--- config.mk ---
export PLATFORM = sky130hd
export DESIGN_NAME = sync_status_pin_control
export DESIGN_NICKNAME = d
export VERILOG_FILES = /design/src/shared/sync_status_pkg.sv /design/src/core/sync_status_pin_control.sv
export SDC_FILE = /design/constraint.sdc
export NUM_CORES = 1
export LEC_CHECK = 0
export ABC_AREA = 0
export BUFFER_PORTS_ARGS = -buffer_cell sky130_fd_sc_hd__buf_2
export CAP_MARGIN = 20
export CORE_MARGIN = 3
export CORE_UTILIZATION = 57
export DETAILED_ROUTE_END_ITERATION = 10
export HOLD_SLACK_MARGIN = 0.12
export PLACE_DENSITY = 0.8
export SYNTH_ARGS = -nofsm -noshare
export SYNTH_HDL_FRONTEND = slang
export SYNTH_SLANG_ARGS = --single-unit
--- constraint.sdc ---
create_clock -name clk_i -period 3.4 [get_ports clk_i]
set_input_delay 0.17 -clock clk_i [delete_from_list [all_inputs] [get_ports clk_i]]
set_output_delay 0.17 -clock clk_i [all_outputs]
set_load 0.005 [all_outputs]
--- src/shared/sync_status_pkg.sv ---
package sync_status_pkg;
    // Serial word framing: address in the low bits
    localparam int WORD_W = 32;
    localparam int ADDR_W = 5;
    localparam logic [4:0] ADDR_SYNC_CTRL = 5'h0b;
    localparam logic [4:0] ADDR_LOCK_CTRL = 5'h0c;
    localparam logic [4:0] ADDR_HOLD_CTRL = 5'h0d;
    localparam logic [4:0] ADDR_DELAY_LAST = 5'h05;
    localparam int NUM_OUT = 6;
    localparam int NUM_SRC = 19;
    // Sync control word fields
    localparam int SYNC_EN_BIT = 26;
    localparam int EXCLUDE_LSB = 20;
    localparam int SYNC_SRC_LSB = 18;
    localparam int QUALIFY_BIT = 17;
    localparam int POL_BIT = 16;
    localparam int AUTO_BIT = 15;
    localparam int SYNC_TYPE_LSB = 12;
    localparam int XTAL_BIT = 5;
    // Lock and holdover pin words
    localparam int PIN_SRC_LSB = 27;
    localparam int PIN_TYPE_LSB = 24;
    localparam int HOLD_L2_BIT = 23;
    localparam int HOLD_L1_BIT = 22;
    localparam int TRACK_BIT = 8;
    localparam int HMODE_LSB = 6;
    // Encodings
    localparam logic [2:0] IO_IN = 3'h0;
    localparam logic [2:0] IO_IN_PULLUP = 3'h1;
    localparam logic [2:0] IO_IN_PULLDOWN = 3'h2;
    localparam logic [2:0] IO_PUSH = 3'h3;
    localparam logic [2:0] IO_PUSH_INV = 3'h4;
    localparam logic [2:0] IO_OPEN_SOURCE = 3'h5;
    localparam logic [2:0] IO_OPEN_DRAIN = 3'h6;
    localparam logic [1:0] SYNC_SRC_LOW = 2'h0;
    localparam logic [1:0] SYNC_SRC_READBACK = 2'h3;
    localparam logic [4:0] SRC_LOW = 5'h00;
    localparam logic [4:0] SRC_RESERVED = 5'h06;
    localparam logic [4:0] SRC_READBACK = 5'h07;
    localparam logic [1:0] HMODE_ON = 2'h2;
    // Values after reset
    localparam logic [31:0] SYNC_CTRL_RESET = 32'h0400_000b;
    localparam logic [31:0] LOCK_CTRL_RESET = 32'h0300_004c;
    localparam logic [31:0] HOLD_CTRL_RESET = 32'h0300_000d;

    typedef struct packed {
        logic out;
        logic oe;
    } pin_drive_type;

    typedef enum logic [2:0] {
        SYNC_IDLE = 3'b001,
        SYNC_ACTIVE = 3'b010,
        SYNC_RELEASE = 3'b100
    } sync_state_type;
endpackage : sync_status_pkg

--- src/core/sync_status_pin_control.sv ---
// Function
// - Sync enable bit gates all synchronization
// - Enable rising edge produces a sync event when unqualified
// - Per-output exclusion bits keep outputs running
// - Non-excluded outputs held low during sync
// - New delay applies only through sync
// - Exclusion never disturbs already aligned outputs
// - Sync pin source: low or readback
// - Output type 3 true, 4 inverted
// - Qualified sync timed by feedback-selected clock
// - Polarity bit sets input level, toggle syncs
// - Auto sync on latch fall after delay word, when unqualified
// - Sync pin io type encoding
// - Output pin forces internal sync input low
// - Bit five enables crystal amplifier
// - Lock pin source select, nineteen codes
// - Lock pin io type encoding and polarity
// - Hold unqualified sync until selected loops lock
// - Bit eight enables dac tracking
// - Holdover mode one off, two on
// - Holdover pin uses lock pin encoding
// - Feedback selector picks qualifying clock
`timescale 1ns/10ps
module sync_status_pin_control
(
    // Clock and reset
    input wire logic clk_i,
    input wire logic rst_i,
    // Three-wire serial programming port
    input wire logic serial_clk_i,
    input wire logic serial_data_i,
    input wire logic serial_latch_enable_pin_i,
    input wire logic readback_data_i,
    // Device status sources and clocks
    input wire logic [sync_status_pkg::NUM_SRC-1:0] status_src_i,
    input wire logic digital_lock_detect_loop1_i,
    input wire logic digital_lock_detect_loop2_i,
    input wire logic [6:0] feedback_clk_i,
    input wire logic [2:0] feedback_select_i,
    // Sync pin
    input wire logic sync_pin_i,
    output logic sync_pin_o,
    output logic sync_pin_oe_o,
    output logic sync_pin_pullup_o,
    output logic sync_pin_pulldown_o,
    // Status pins
    output logic lock_status_pin_o,
    output logic lock_status_pin_oe_o,
    output logic holdover_pin_o,
    output logic holdover_pin_oe_o,
    // Datapath controls
    output logic [sync_status_pkg::NUM_OUT-1:0] output_sync_hold_o,
    output logic [sync_status_pkg::NUM_OUT-1:0] delay_load_o,
    output logic crystal_amp_enable_o,
    output logic dac_track_enable_o,
    output logic holdover_enable_o
);
    import sync_status_pkg::*;

    logic [WORD_W-1:0] shift;
    logic serial_clk_prev;
    logic latch_prev;
    logic [WORD_W-1:0] sync_control_word;
    logic [WORD_W-1:0] lock_pin_control_word;
    logic [WORD_W-1:0] holdover_pin_control_word;
    logic auto_pending;
    logic sync_en_prev;
    logic qual_clk_prev;
    sync_state_type state;
    sync_state_type next_state;

    // Serial port edges
    wire serial_rise = serial_clk_i & ~serial_clk_prev;
    wire latch_rise = serial_latch_enable_pin_i & ~latch_prev;
    wire latch_fall = ~serial_latch_enable_pin_i & latch_prev;
    wire [ADDR_W-1:0] word_addr = shift[ADDR_W-1:0];
    wire wr_sync = latch_rise && (word_addr == ADDR_SYNC_CTRL);
    wire wr_lock = latch_rise && (word_addr == ADDR_LOCK_CTRL);
    wire wr_hold = latch_rise && (word_addr == ADDR_HOLD_CTRL);
    wire wr_delay = latch_rise && (word_addr <= ADDR_DELAY_LAST);

    // Sync control fields
    wire sync_enable = sync_control_word[SYNC_EN_BIT];
    wire [NUM_OUT-1:0] output_sync_exclude =
        sync_control_word[EXCLUDE_LSB +: NUM_OUT];
    wire [1:0] sync_src = sync_control_word[SYNC_SRC_LSB +: 2];
    wire sync_qualify = sync_control_word[QUALIFY_BIT];
    wire sync_polarity_invert = sync_control_word[POL_BIT];
    wire sync_auto = sync_control_word[AUTO_BIT];
    wire [2:0] sync_io_type = sync_control_word[SYNC_TYPE_LSB +: 3];

    // Lock pin and holdover fields
    wire [4:0] lock_pin_source_select = lock_pin_control_word[PIN_SRC_LSB +: 5];
    wire [2:0] lock_pin_io_type = lock_pin_control_word[PIN_TYPE_LSB +: 3];
    wire hold_sync_until_loop2_lock = lock_pin_control_word[HOLD_L2_BIT];
    wire hold_sync_until_loop1_lock = lock_pin_control_word[HOLD_L1_BIT];
    wire [1:0] holdover_mode = lock_pin_control_word[HMODE_LSB +: 2];
    wire [4:0] hold_src_sel = holdover_pin_control_word[PIN_SRC_LSB +: 5];
    wire [2:0] hold_io_type = holdover_pin_control_word[PIN_TYPE_LSB +: 3];

    // Pin drive from io type and selected level
    function automatic pin_drive_type drive_pin(input logic [2:0] io_type,
                                                input logic level);
        pin_drive_type d;
        d.out = 1'b0;
        d.oe = 1'b0;
        case (io_type)
            IO_PUSH:
            begin
                d.out = level;
                d.oe = 1'b1;
            end
            IO_PUSH_INV:
            begin
                d.out = ~level;
                d.oe = 1'b1;
            end
            IO_OPEN_SOURCE:
            begin
                d.out = 1'b1;
                d.oe = level;
            end
            IO_OPEN_DRAIN:
            begin
                d.out = 1'b0;
                d.oe = ~level;
            end
            default:
            begin
                d.out = 1'b0;
                d.oe = 1'b0;
            end
        endcase
        return d;
    endfunction : drive_pin

    // Status source vector with fixed low, reserved and readback entries
    logic [NUM_SRC-1:0] src_vec;
    always_comb
    begin
        src_vec = status_src_i;
        src_vec[SRC_LOW] = 1'b0;
        src_vec[SRC_RESERVED] = 1'b0;
        src_vec[SRC_READBACK] = readback_data_i;
    end

    wire lock_level = (lock_pin_source_select < 5'(NUM_SRC)) ?
        src_vec[lock_pin_source_select] : 1'b0;
    wire hold_level = (hold_src_sel < 5'(NUM_SRC)) ?
        src_vec[hold_src_sel] : 1'b0;
    wire pin_drive_type lock_drive = drive_pin(lock_pin_io_type, lock_level);
    wire pin_drive_type hold_drive = drive_pin(hold_io_type, hold_level);

    // Sync pin as output or input
    wire sync_is_output = (sync_io_type >= IO_PUSH);
    wire sync_src_level = (sync_src == SYNC_SRC_READBACK) ?
        readback_data_i : 1'b0;
    wire pin_drive_type sync_drive = drive_pin(sync_io_type, sync_src_level);
    wire sync_in_raw = sync_is_output ? 1'b0 : sync_pin_i;
    wire sync_level = sync_in_raw ^ sync_polarity_invert;

    // Sync causes
    wire enable_rise = sync_enable & ~sync_en_prev;
    wire auto_event = auto_pending & latch_fall;
    wire lock_hold = ~sync_qualify &
        ((hold_sync_until_loop1_lock & ~digital_lock_detect_loop1_i) |
         (hold_sync_until_loop2_lock & ~digital_lock_detect_loop2_i));
    wire sync_request = sync_enable &
        (sync_level | enable_rise | auto_event | lock_hold);

    // Qualifying clock from feedback selector
    wire qual_clk = (feedback_select_i <= 3'h6) ?
        feedback_clk_i[feedback_select_i] : 1'b0;
    wire qual_edge = qual_clk & ~qual_clk_prev;
    wire sync_step = ~sync_qualify | qual_edge;

    // Sync sequencing: assert, then release and load delays
    always_comb
    begin
        next_state = state;
        case (state)
            SYNC_IDLE:
            begin
                if (sync_request && sync_step)
                begin
                    next_state = SYNC_ACTIVE;
                end
            end
            SYNC_ACTIVE:
            begin
                if (!sync_request && sync_step)
                begin
                    next_state = SYNC_RELEASE;
                end
            end
            SYNC_RELEASE:
            begin
                next_state = SYNC_IDLE;
            end
            default:
            begin
                next_state = SYNC_IDLE;
            end
        endcase
    end

    // Serial shift and edge history
    always_ff @(posedge clk_i or posedge rst_i)
    begin
        if (rst_i)
        begin
            shift <= '0;
            serial_clk_prev <= 1'b0;
            latch_prev <= 1'b0;
            qual_clk_prev <= 1'b0;
        end
        else
        begin
            serial_clk_prev <= serial_clk_i;
            latch_prev <= serial_latch_enable_pin_i;
            qual_clk_prev <= qual_clk;
            if (serial_rise && !serial_latch_enable_pin_i)
            begin
                shift <= {shift[WORD_W-2:0], serial_data_i};
            end
        end
    end

    // Control words
    always_ff @(posedge clk_i or posedge rst_i)
    begin
        if (rst_i)
        begin
            sync_control_word <= SYNC_CTRL_RESET;
            lock_pin_control_word <= LOCK_CTRL_RESET;
            holdover_pin_control_word <= HOLD_CTRL_RESET;
        end
        else
        begin
            if (wr_sync)
            begin
                sync_control_word <= shift;
            end
            if (wr_lock)
            begin
                lock_pin_control_word <= shift;
            end
            if (wr_hold)
            begin
                holdover_pin_control_word <= shift;
            end
        end
    end

    // Auto sync pending from latch rise to latch fall
    always_ff @(posedge clk_i or posedge rst_i)
    begin
        if (rst_i)
        begin
            auto_pending <= 1'b0;
            sync_en_prev <= SYNC_CTRL_RESET[SYNC_EN_BIT];
            state <= SYNC_IDLE;
        end
        else
        begin
            sync_en_prev <= sync_enable;
            state <= next_state;
            if (wr_delay && sync_auto)
            begin
                auto_pending <= 1'b1;
            end
            else if (latch_fall)
            begin
                auto_pending <= 1'b0;
            end
        end
    end

    // Per-output hold low and delay load
    genvar g;
    generate
        for (g = 0; g < NUM_OUT; g++)
        begin : g_out
            wire include_out = ~output_sync_exclude[g];
            always_ff @(posedge clk_i or posedge rst_i)
            begin
                if (rst_i)
                begin
                    output_sync_hold_o[g] <= 1'b0;
                    delay_load_o[g] <= 1'b0;
                end
                else
                begin
                    // Excluded outputs keep their current alignment
                    output_sync_hold_o[g] <= include_out &&
                        (next_state == SYNC_ACTIVE);
                    delay_load_o[g] <= include_out &&
                        (next_state == SYNC_RELEASE);
                end
            end
        end
    endgenerate

    // Registered pins and static controls
    always_ff @(posedge clk_i or posedge rst_i)
    begin
        if (rst_i)
        begin
            sync_pin_o <= 1'b0;
            sync_pin_oe_o <= 1'b0;
            sync_pin_pullup_o <= 1'b0;
            sync_pin_pulldown_o <= 1'b0;
            lock_status_pin_o <= 1'b0;
            lock_status_pin_oe_o <= 1'b0;
            holdover_pin_o <= 1'b0;
            holdover_pin_oe_o <= 1'b0;
            crystal_amp_enable_o <= 1'b0;
            dac_track_enable_o <= 1'b0;
            holdover_enable_o <= 1'b0;
        end
        else
        begin
            sync_pin_o <= sync_drive.out;
            sync_pin_oe_o <= sync_drive.oe;
            sync_pin_pullup_o <= (sync_io_type == IO_IN_PULLUP);
            sync_pin_pulldown_o <= (sync_io_type == IO_IN_PULLDOWN);
            lock_status_pin_o <= lock_drive.out;
            lock_status_pin_oe_o <= lock_drive.oe;
            holdover_pin_o <= hold_drive.out;
            holdover_pin_oe_o <= hold_drive.oe;
            crystal_amp_enable_o <= sync_control_word[XTAL_BIT];
            dac_track_enable_o <= lock_pin_control_word[TRACK_BIT];
            holdover_enable_o <= (holdover_mode == HMODE_ON);
        end
    end
endmodule : sync_status_pin_control

# Yosys cells after proc, flatten, opt, wreduce, memory -nomap -nowiden
# Cells that the tools add are included.
# classes
n_lt_le_gt_ge	8
n_eq_ne	23
muxes	19
bitwise_logic	33
reduce_logical	23
# op_table
op	count
equality test 3 bit (second input constant)	10
case mux 2 bit (4 select lines)	3
logical AND 1 bit	20
equality test 3 x 2 -> 1 bit (second input constant)	6
inverter 1 bit	17
equality test 5 x 4 -> 1 bit (second input constant)	3
< comparator 5 x 6 -> 1 bit (second input constant)	2
AND 1 bit	10
binary-select mux 1 bit (select 5 bit)	2
< comparator 5 bit (second input constant)	2
2-to-1 mux 1 bit	10
equality test 3 x 1 -> 1 bit (second input constant)	2
2-to-1 mux 3 bit	2
case mux 3 bit (2 select lines)	1
less-or-equal comparator 5 x 3 -> 1 bit (second input constant)	1
bitwise OR 1 bit	5
equality test 2 bit (second input constant)	2
< comparator 3 x 4 -> 1 bit (second input constant)	1
binary-select mux 1 bit (select 3 bit)	1
greater-or-equal comparator 3 x 2 -> 1 bit (second input constant)	1
less-or-equal comparator 3 bit (second input constant)	1
zero test 1 bit	2
nonzero test 2 bit	1
bitwise XOR 1 bit	1
# totals
reg_bits	154
input_bits	38
output_inout_bits	23

# Depth between registers and ports, before layout
# Gate-level depths: netlist of the first run.
# logic_depth
depth_word	13
depth_mapped	6
mapped_depth_nobuf	5

# Worst setup path after synthesis of the first run
# No wires, ideal clock.
# synth_timing
kind	register to register
from	register holdover_pin_control_word[27]
to	register holdover_pin_oe_o
arrival_ns	1.754
path_slack_ns	1.526
stages_incl_launch_ff	7
period_less_slack_ns	1.874
cell_sequence	dfrtp_1 clkbuf_1 mux4_2 a22oi_1 o211a_1 o21ai_0 a31o_2
# synth_lines
element	line_no	source
start: declaration	sync_status_pin_control.sv:65	logic [WORD_W-1:0] holdover_pin_control_word;
start signal: assignment	sync_status_pin_control.sv:250	holdover_pin_control_word <= shift;
end signal: assignment	sync_status_pin_control.sv:330	holdover_pin_oe_o <= hold_drive.oe;
end: declaration	sync_status_pin_control.sv:50	output logic holdover_pin_oe_o,

==> results of run 1 <==
cells in the final DEF (no fill, tap or decap), types with 2 or more instances in the layout:
master         count
nand2b_1           8
dfstp_2            8
nor3b_1            2
o211ai_1           3
nand2_1           11
mux2_2            70
nor2_1            12
clkinvlp_4         2
mux2i_1            3
mux2_1             3
dlygate4sd3_1      4
inv_1             13
nand3_1            4
clkbuf_1           2
a31oi_1            2
nor2_2             6
a21oi_1            4
buf_4              3
and2_1             2
nor3_1             2
nor3b_2            2
clkbuf_8          10
nand4b_1           2
mux4_2             6
nor2b_1            7
buf_2             57
o21ai_0            6
o31ai_1            3
o311ai_0           2
dfrtp_1           92
power groups by stage:
| stage | Clock [uW] | Combinational [uW] | Sequential [uW] |
|---|---|---|---|
| finish | 729 | 193 | 1320 |
| CTS | 748 | 197 | 1320 |
| global route | 799 | 217 | 1330 |
| global placement | 0 | 183 | 1340 |
| floorplan | 0 | 139 | 1320 |
| detailed placement | 0 | 193 | 1340 |
metal layers:
layer	track usage (%)	part of all wire [%]
met1	23.6	44
met2	30.5	52
met3	5.00	3.8
met4	5.07	0.97
met5	0	0
final timing paths:
kind                                   endpoint  slack, ns  cells past startpoint                      start
max                        lock_status_pin_oe_o       1.27                      5  lock_pin_control_word[28]
min                               qual_clk_prev       0.17                      2       feedback_select_i[2]
max reg2reg                lock_status_pin_oe_o       1.27                      5  lock_pin_control_word[28]
min reg2reg                  dac_track_enable_o       0.38                      0   lock_pin_control_word[8]
max in group asynchronous          sync_en_prev       2.21                      4                      rst_i
min in group asynchronous       serial_clk_prev       0.38                      3                      rst_i
state kept, by name (all words and copies together), names as in the netlist, 3 cells and up:
register / count
delay_load_o: 6
holdover_pin_control_word: 8
lock_pin_control_word: 13
output_sync_hold_o: 6
shift: 32
state: 3
sync_control_word: 16
metrics by stage:
stage,hold WS [ns],cells,power (uW),utilization (%),area (sq um)
6_report,0.167,472,2240,69.3,4860
5_1_grt,0.150,472,2350,69.3,4860
4_1_cts,0.147,472,2260,69.3,4860
3_5_place_dp,0.214,452,1530,66.0,4630
3_3_place_gp,0.206,452,1520,66.0,4630
2_1_floorplan,0.201,307,1460,-,4240
Yosys cell counts (3+ instances only):
cell type | count | share of area, %
mux2_1 | 3 | 0.80
dfstp_2 | 8 | 5.0
mux2_2 | 70 | 19
clkbuf_1 | 6 | 0.53
nand2b_1 | 8 | 1.2
mux2i_1 | 3 | 0.71
inv_1 | 14 | 1.2
dfrtp_1 | 92 | 54
nand3_1 | 4 | 0.47
nor2_1 | 12 | 1.1
nor3b_1 | 3 | 0.53
nor2_2 | 6 | 0.89
o21ai_0 | 6 | 0.71
a21oi_1 | 4 | 0.47
mux4_2 | 6 | 3.2
o211ai_1 | 3 | 0.53
nand2_1 | 11 | 0.97
o31ai_1 | 3 | 0.53
buf_2 | 4 | 0.47
nor2b_1 | 7 | 1.0
cell type report:
cell class / count / share of cell area (%)
Sequential cell: 100 / 51.6
Multi-Input combinational cell: 182 / 33.6
Timing Repair Buffer: 64 / 7.15
Clock buffer: 12 / 2.98
Tap cell: 96 / 2.47
Inverter: 14 / 1.13
Clock inverter: 4 / 1.03
kinds of logic after synthesis:
logic type	Yosys count
simple gates	66
compound gates	34
flops	100
mux	82
buf+inv	25
worst reg2reg max path, stage by stage (launching register included):
cell and delay [ns]:
dfrtp_1 0.57, mux2_2 0.38, a211oi_1 0.30, o31ai_1 0.17, o21a_1 0.22, o311ai_0 0.36
==> results.toml, run 1 <==
[clocking]
cts_resized = 0
cts-root-buf = "clkbuf_8"
cts.clk_slew.worst_paths_ns = 0.09
clockBufferDepth = 2
clock_latency_ns = 0.36
cts_sinks = 100
post_cts_buffers = 0
htree_levels = 3
cts_made_buffers = 9
cts_tree = "done"
cts_hold_buf = 4

[routing]
wl_per_cell_microns = 15.0
first_pass_iters = 4
wl_mm = 7.08
ant_nets = 0
avgViaCountPerCell = 5.49
dr_total_vias = 2593
drtIter0Drc = 87
drc = 0

[timing]
min_period_ns = 2.13
finClkSkew_ns = 0.0113
fin_setup_tns_ns = 0
finalCritPeriodShare_pct = 62.6
finalSetupViolCount = 0
slew_headroom_pct = 45.0
setup_ws_ns = 1.27
fmax_ghz = 0.470
hold_viol_final = 0
rsz0062_at_grt = "no"
tightestPinTransition_ns = 0.823
slew_violations = 0

[logic_synthesis]
seq_area_frac_synth_pct = 59.3
synth_ff_type = "dfrtp_1"
yosys_warnings = 0
async_flop_share_pct = 100
synth-edff-count = 0
synth-simple-area-share_pct = 8.85
synth_top_family_by_area = "multiplexers"
syn_nets = 345
netlist_area_sq_um = 4240
synth_compound_area_share_pct = 6.29
synthMuxAreaShare_pct = 23.3
synth_cell_types = 49
synth_xor_area_share_pct = 0
syn_inst = 307
synthAdderAreaFrac_pct = 0
ys_ff_latch = 100
syn_avg_cell_area_sq_um = 13.8

[power]
switching_power_uw = 515
p_int_uw = 1730
p_comb_share_pct = 8.6
netSwitchingFraction_pct = 23.0
pwr-share-clk_pct = 32.5
peakVddDrop_mv = 0.421
power_density_nw_per_um2 = 461
p_leak_uw = 0.00245
power.share.sequential_pct = 58.9

[finish]
fillers = 528
diodes = 0
multi_input_area_sq_um = 1630
layout-drive-gt1-share_pct = 45.7
syn_to_final_growth_pct = 14.7
seqCellArea_sq_um = 2510
nNetsFinal = 409

[placement]
hpwlAfterDp_mm = 4.89
port_buffers = 57
gp_congestion = 0.803
post-place-ws_ns = 1.29

[floorplanning]
die_w_microns = 92.3
num_rows = 30
ios = 61
core_area_sq_um = 7020
die_h_microns = 92.3
die-area_sq_um = 8510
start_util_pct = 60.4

[job]
maxCapViolations = 0

[setup_path]
slowest_delay_ns = 0.57
path_cells = "mux2_2 > a211oi_1 > o31ai_1 > o21a_1 > o311ai_0"
cp_num_buf_inv = 0
end_kind = "flip-flop"
crit_slowest_cell = "dfrtp_1"
startpoint_type = "flip-flop"
crit_fanout = 10
required_ns = 3.62
worstPathArrival_ns = 2.35
critPathKind = "flip-flop to flip-flop"
path_delay_family = "compound AO/OA/AOI/OAI gates"

[global_route]
grt_usage_pct = 18.3
grt_pass1_vias = 2653
antenna_found_initial = 0
grt_pass1_wl_mm = 12.2
grt_overflow = 0
grt_start_max_net_pins = 38

[run_status]
outcome = "finished clean"

[min_path]
hp-class = "input port to flip-flop"
No activity file was read; power rests on OpenSTA's default activity.
==> inputs of run 2 (changes only) <==
Settings changed: CORE_UTILIZATION 57 to 51, PLACE_DENSITY 0.8 to 0.75.
Clock period 3.4 ns to 1.71 ns, I/O delays scaled along.
==> run 2 against run 1 <==
The flow now finishes with violations (setup timing). Sequential power rose by 99%. Core utilization fell by 3.6 points. Clock skew fell by 0.0026 ns. Largest cell class unchanged. Largest power group unchanged.
==> results.toml, run 2 (same netlist as run 1, synthesis figures left out) <==
[run_status]
outcome = "finished with violations"
violations = "setup timing"

[clocking]
cts_tree = "done"
cts-root-buf = "clkbuf_8"
htree_levels = 3
cts_sinks = 100
cts_made_buffers = 9
clock_latency_ns = 0.36
clockBufferDepth = 2
cts.clk_slew.worst_paths_ns = 0.09

[job]
maxCapViolations = 0

[setup_path]
reg2reg_depth = 5
startpoint_type = "flip-flop"
r2r-end = "holdover_pin_oe_o"
worstPathArrival_ns = 2.03
required_ns = 1.97
reg2reg_from = "holdover_pin_control_word[27]"
crit_fanout = 4
rrSetupSlack_ns = -0.06
critPathKind = "flip-flop to flip-flop"
end_kind = "flip-flop"

[min_path]
hp-class = "input port to flip-flop"
min_delay_path_depth = 3
hp-start = "readback_data_i"
whs_endpoint = "sync_pin_o"

[timing]
finClkSkew_ns = 0.00879
finalSetupViolCount = 4
tightestPinTransition_ns = 0.525
fmax_ghz = 0.564
finalCritPeriodShare_pct = 104
min_period_ns = 1.77
slew_violations = 0
slew_headroom_pct = 65.0
whs_ns = 0.135
hold_viol_final = 0
rsz0062_at_grt = "yes"
setup_ws_ns = -0.0642
fin_setup_tns_ns = -0.173

[finish]
seqCellArea_sq_um = 2520
largest_reg_flops = 32
multi_input_area_sq_um = 1740
syn_to_final_growth_pct = 22.3
layout-drive-gt1-share_pct = 53.6
regMostFlops = "shift"
top_regs = "shift (32), sync_control_word (16), lock_pin_control_word (13)"
diodes = 0
fillers = 584
final_common_cell = "dfrtp_1"
nNetsFinal = 432
final_cell_mix = "dfrtp_1 (89), mux2_2 (70), buf_2 (57), buf_4 (20), inv_1 (12)"
utilization_pct = 65.8

[floorplanning]
die_w_microns = 97.2
start_util_pct = 53.8
ios = 61
die_h_microns = 97.2
core_area_sq_um = 7890
num_rows = 32
die-area_sq_um = 9440

[routing]
dr_total_vias = 2677
wl_per_cell_microns = 15.1
drc = 0
avgViaCountPerCell = 5.34
first_pass_iters = 4
drtIter0Drc = 70
wl_mm = 7.56
ant_nets = 0

[global_route]
grt_start_max_net_pins = 101
grt_pass1_vias = 2853
grt_overflow = 0
antenna_found_initial = 0
grt_pass1_wl_mm = 13.0
grt_usage_pct = 16.9

[power]
peakVddDrop_mv = 0.497
power_density_nw_per_um2 = 864
p_leak_uw = 0.00257

[placement]
hpwlAfterDp_mm = 5.24
port_buffers = 57
gp_congestion = 0.767
[run 2: layout make-up]
| cell class | count | area share [%] |
|---|---|---|
| clock buffers | 12 | 2.61 |
| clock inverters | 4 | 1.01 |
| inverters | 14 | 1.09 |
| multi-input cells | 182 | 33.6 |
| flip-flops and latches | 100 | 48.5 |
| well taps | 102 | 2.46 |
| repair buffers | 87 | 10.8 |
[run 2: worst max-delay path by stage]
stage	from	to	slack [ns]	depth (start not counted)
after floorplan	sync_control_word[12]	delay_load_o[0]	-0.03	6
after global placement	feedback_select_i[1]	output_sync_hold_o[5]	-0.06	6
after detailed placement	lock_pin_control_word[27]	lock_status_pin_oe_o	-0.11	5
after CTS	lock_pin_control_word[27]	lock_status_pin_oe_o	-0.06	5
after global routing	holdover_pin_control_word[28]	holdover_pin_o	-0.16	5
final	holdover_pin_control_word[27]	holdover_pin_oe_o	-0.06	5
[run 2: metrics by stage]
step,total power [uW],instance area [sq um],std cells,worst slack [ns]
2_1_floorplan,2910,4290,307,-0.0311
3_3_place_gp,3050,4830,478,-0.0553
3_5_place_dp,3070,4830,478,-0.113
4_1_cts,4530,5120,501,-0.0590
5_1_grt,4690,5190,501,-0.155
6_report,4480,5190,501,-0.0642
[run 2: worst max-delay path: stages (launching register included)]
cell     delay (ns)
dfrtp_2        0.42
mux4_2         0.52
a22oi_2        0.25
o211a_1        0.22
o21ai_1        0.07
a31o_2         0.20
[run 2: repair_timing]
item,in CTS,in global routing
endpoints found under the hold margin,97,0
buffers inserted,1,0
pin swaps,9,4
cloned,0,0
hold buffers,6,0
resized for setup,9,16
endpoints found under the setup margin,6,20
[run 2: power breakdown]
| part | switching, uW | internal, uW | total, uW | leakage, uW |
|---|---|---|---|---|
| combinational | 192 | 239 | 432 | 0.00115 |
| sequential | 120 | 2510 | 2630 | 0.00134 |
| clock | 743 | 677 | 1420 | 0.0000828 |
| total | 1060 | 3420 | 4480 | 0.00257 |
[run 2: routing by layer]
layer | GRT usage [%] | part of all wire, % | up-vias
li1 | - | - | 1269
met1 | 20.1 | 42 | 1365
met2 | 29.7 | 54 | 32
met3 | 4.16 | 3.3 | 11
met4 | 6.37 | 1.6 | 0
met5 | 0 | 0 | -
==> inputs of run 3 (changes only) <==
Settings changed: BUFFER_PORTS_ARGS -buffer_cell sky130_fd_sc_hd__buf_2 to -buffer_cell sky130_fd_sc_hd__buf_4.
==> run 3 against run 2 <==
Hold slack improved by 0.0046 ns. Via count about the same. Clock skew increased by 0.0036 ns. Sequential share of layout area decreased by 2.0 points. Largest cell class unchanged. First-iteration DRC count increased by 8.6%. Routed wire length increased by 2.7%. Flip-flop and latch count unchanged. Sequential power about the same. The run still ends with setup timing left.
==> results.toml, run 3 (same netlist as run 1, synthesis figures left out) <==
[global_route]
grt_pass1_vias = 2808
grtUsageMet3_pct = 5.10
grt_start_max_net_pins = 101
top_usage_layer = "met2"
grt_pass1_wl_mm = 13.3
grt_usage_pct = 17.4
met1_usage_pct = 21.8
antenna_found_initial = 0
met2_usage_pct = 29.5
grt_overflow = 0

[routing]
drtIter0Drc = 76
dr_total_vias = 2675
wl_per_cell_microns = 15.6
avgViaCountPerCell = 5.37
ant_nets = 0
drc = 0
wl_mm = 7.77
first_pass_iters = 4

[floorplanning]
ios = 61
num_rows = 32
die_h_microns = 97.2
die-area_sq_um = 9440
core_area_sq_um = 7890
die_w_microns = 97.2
start_util_pct = 53.8

[setup_path]
reg2reg_from = "holdover_pin_control_word[28]"
required_ns = 1.94
cp_num_buf_inv = 0
critPathLaunch = "holdover_pin_control_word[28]"
startpoint_type = "flip-flop"
end_kind = "flip-flop"
crit_slowest_cell = "mux4_2"
crit_fanout = 8
path_cells = "mux2i_1 > mux4_2 > o211a_1 > o311ai_2 > nand2_1"
slowest_delay_ns = 0.49
path_delay_family = "multiplexers"
critPathKind = "flip-flop to flip-flop"
worstPathArrival_ns = 2.01

[placement]
post-place-ws_ns = -0.110
hpwlAfterDp_mm = 5.13
gp_congestion = 0.718
port_buffers = 57
post-place-cells = 473

[finish]
largest_reg_flops = 32
fin_cells = 498
final_cell_mix = "dfrtp_1 (88), buf_4 (73), mux2_2 (70), inv_1 (13)"
layout-drive-gt1-share_pct = 54.5
nNetsFinal = 429
top_regs = "shift (32), sync_control_word (16), lock_pin_control_word (13)"
syn_to_final_growth_pct = 27.5
diodes = 0
final_common_cell = "dfrtp_1"
regMostFlops = "shift"

[min_path]
hp-class = "input port to flip-flop"
hp-start = "readback_data_i"

[power]
power_density_nw_per_um2 = 888
p_leak_uw = 0.00263
power_uw = 4800
peakVddDrop_mv = 0.748

[timing]
finClkSkew_ns = 0.0124
finalSetupViolCount = 4
fmax_ghz = 0.562
whs_ns = 0.139
hold_viol_final = 0
rsz0062_at_grt = "yes"
fin_setup_tns_ns = -0.220
min_period_ns = 1.78
setup_ws_ns = -0.0699
slew_violations = 0
finalCritPeriodShare_pct = 104
slew_headroom_pct = 67.2
tightestPinTransition_ns = 0.492

[job]
maxCapViolations = 0

[clocking]
cts-root-buf = "clkbuf_8"
cts_sinks = 100
htree_levels = 3
cts.clk_slew.worst_paths_ns = 0.09
cts_made_buffers = 9
clock_latency_ns = 0.35
clockBufferDepth = 2
cts_tree = "done"

[run_status]
violations = "setup timing"
outcome = "finished with violations"
## run 3: final cells by class
cell class                      instances  area (sq um)
Clock buffer                           11           141
Sequential cell                       100          2520
Clock inverter                          5           100
Timing Repair Buffer                   84           686
Inverter                               14          56.3
Multi-Input combinational cell        182          1780
Tap cell                              102           128
Fill cell                             536          2480
## run 3: worst register-to-register path, stage by stage, from the launching register on
cell and delay, ns:
dfrtp_2 0.47, mux2i_1 0.15, mux4_2 0.49, o211a_1 0.25, o311ai_2 0.21, nand2_1 0.09
## run 3: metal layers
metal / wire (microns) / part of all wire, %
met5: 0 / 0
met4: 78 / 1.0
met3: 252 / 3.2
met2: 4160 / 54
met1: 3280 / 42
## run 3: stage by stage
stage / instance area [sq um] / utilization (%)
2_1_floorplan: 4290 / -
3_3_place_gp: 4930 / 62.5
3_5_place_dp: 4930 / 62.5
4_1_cts: 5290 / 67.1
5_1_grt: 5410 / 68.5
6_report: 5410 / 68.5
## run 3: what timing repair did
item,4_1_cts,5_1_grt
resized for setup,12,22
setup endpoints to repair,13,18
gates cloned,0,0
hold buffers,6,0
endpoints found under the hold margin,97,0
pin swaps,7,8
buffers inserted,1,2
## run 3: power breakdown
part	internal, uW	leakage [uW]	switching, uW
Sequential	2510	0.00134	117
Clock	1010	0.000123	725
Combinational	253	0.00117	191
## run 3: worst paths after layout
check	slack, ns	cells past startpoint	end
worst max-delay path	-0.07	5	holdover_pin_o
worst min-delay path	0.14	3	sync_pin_o
worst max register to register	-0.07	5	holdover_pin_o
worst min register to register	0.39	0	dac_track_enable_o
max in group asynchronous	0.86	4	holdover_pin_control_word[28]
min in group asynchronous	0.47	4	shift[20]
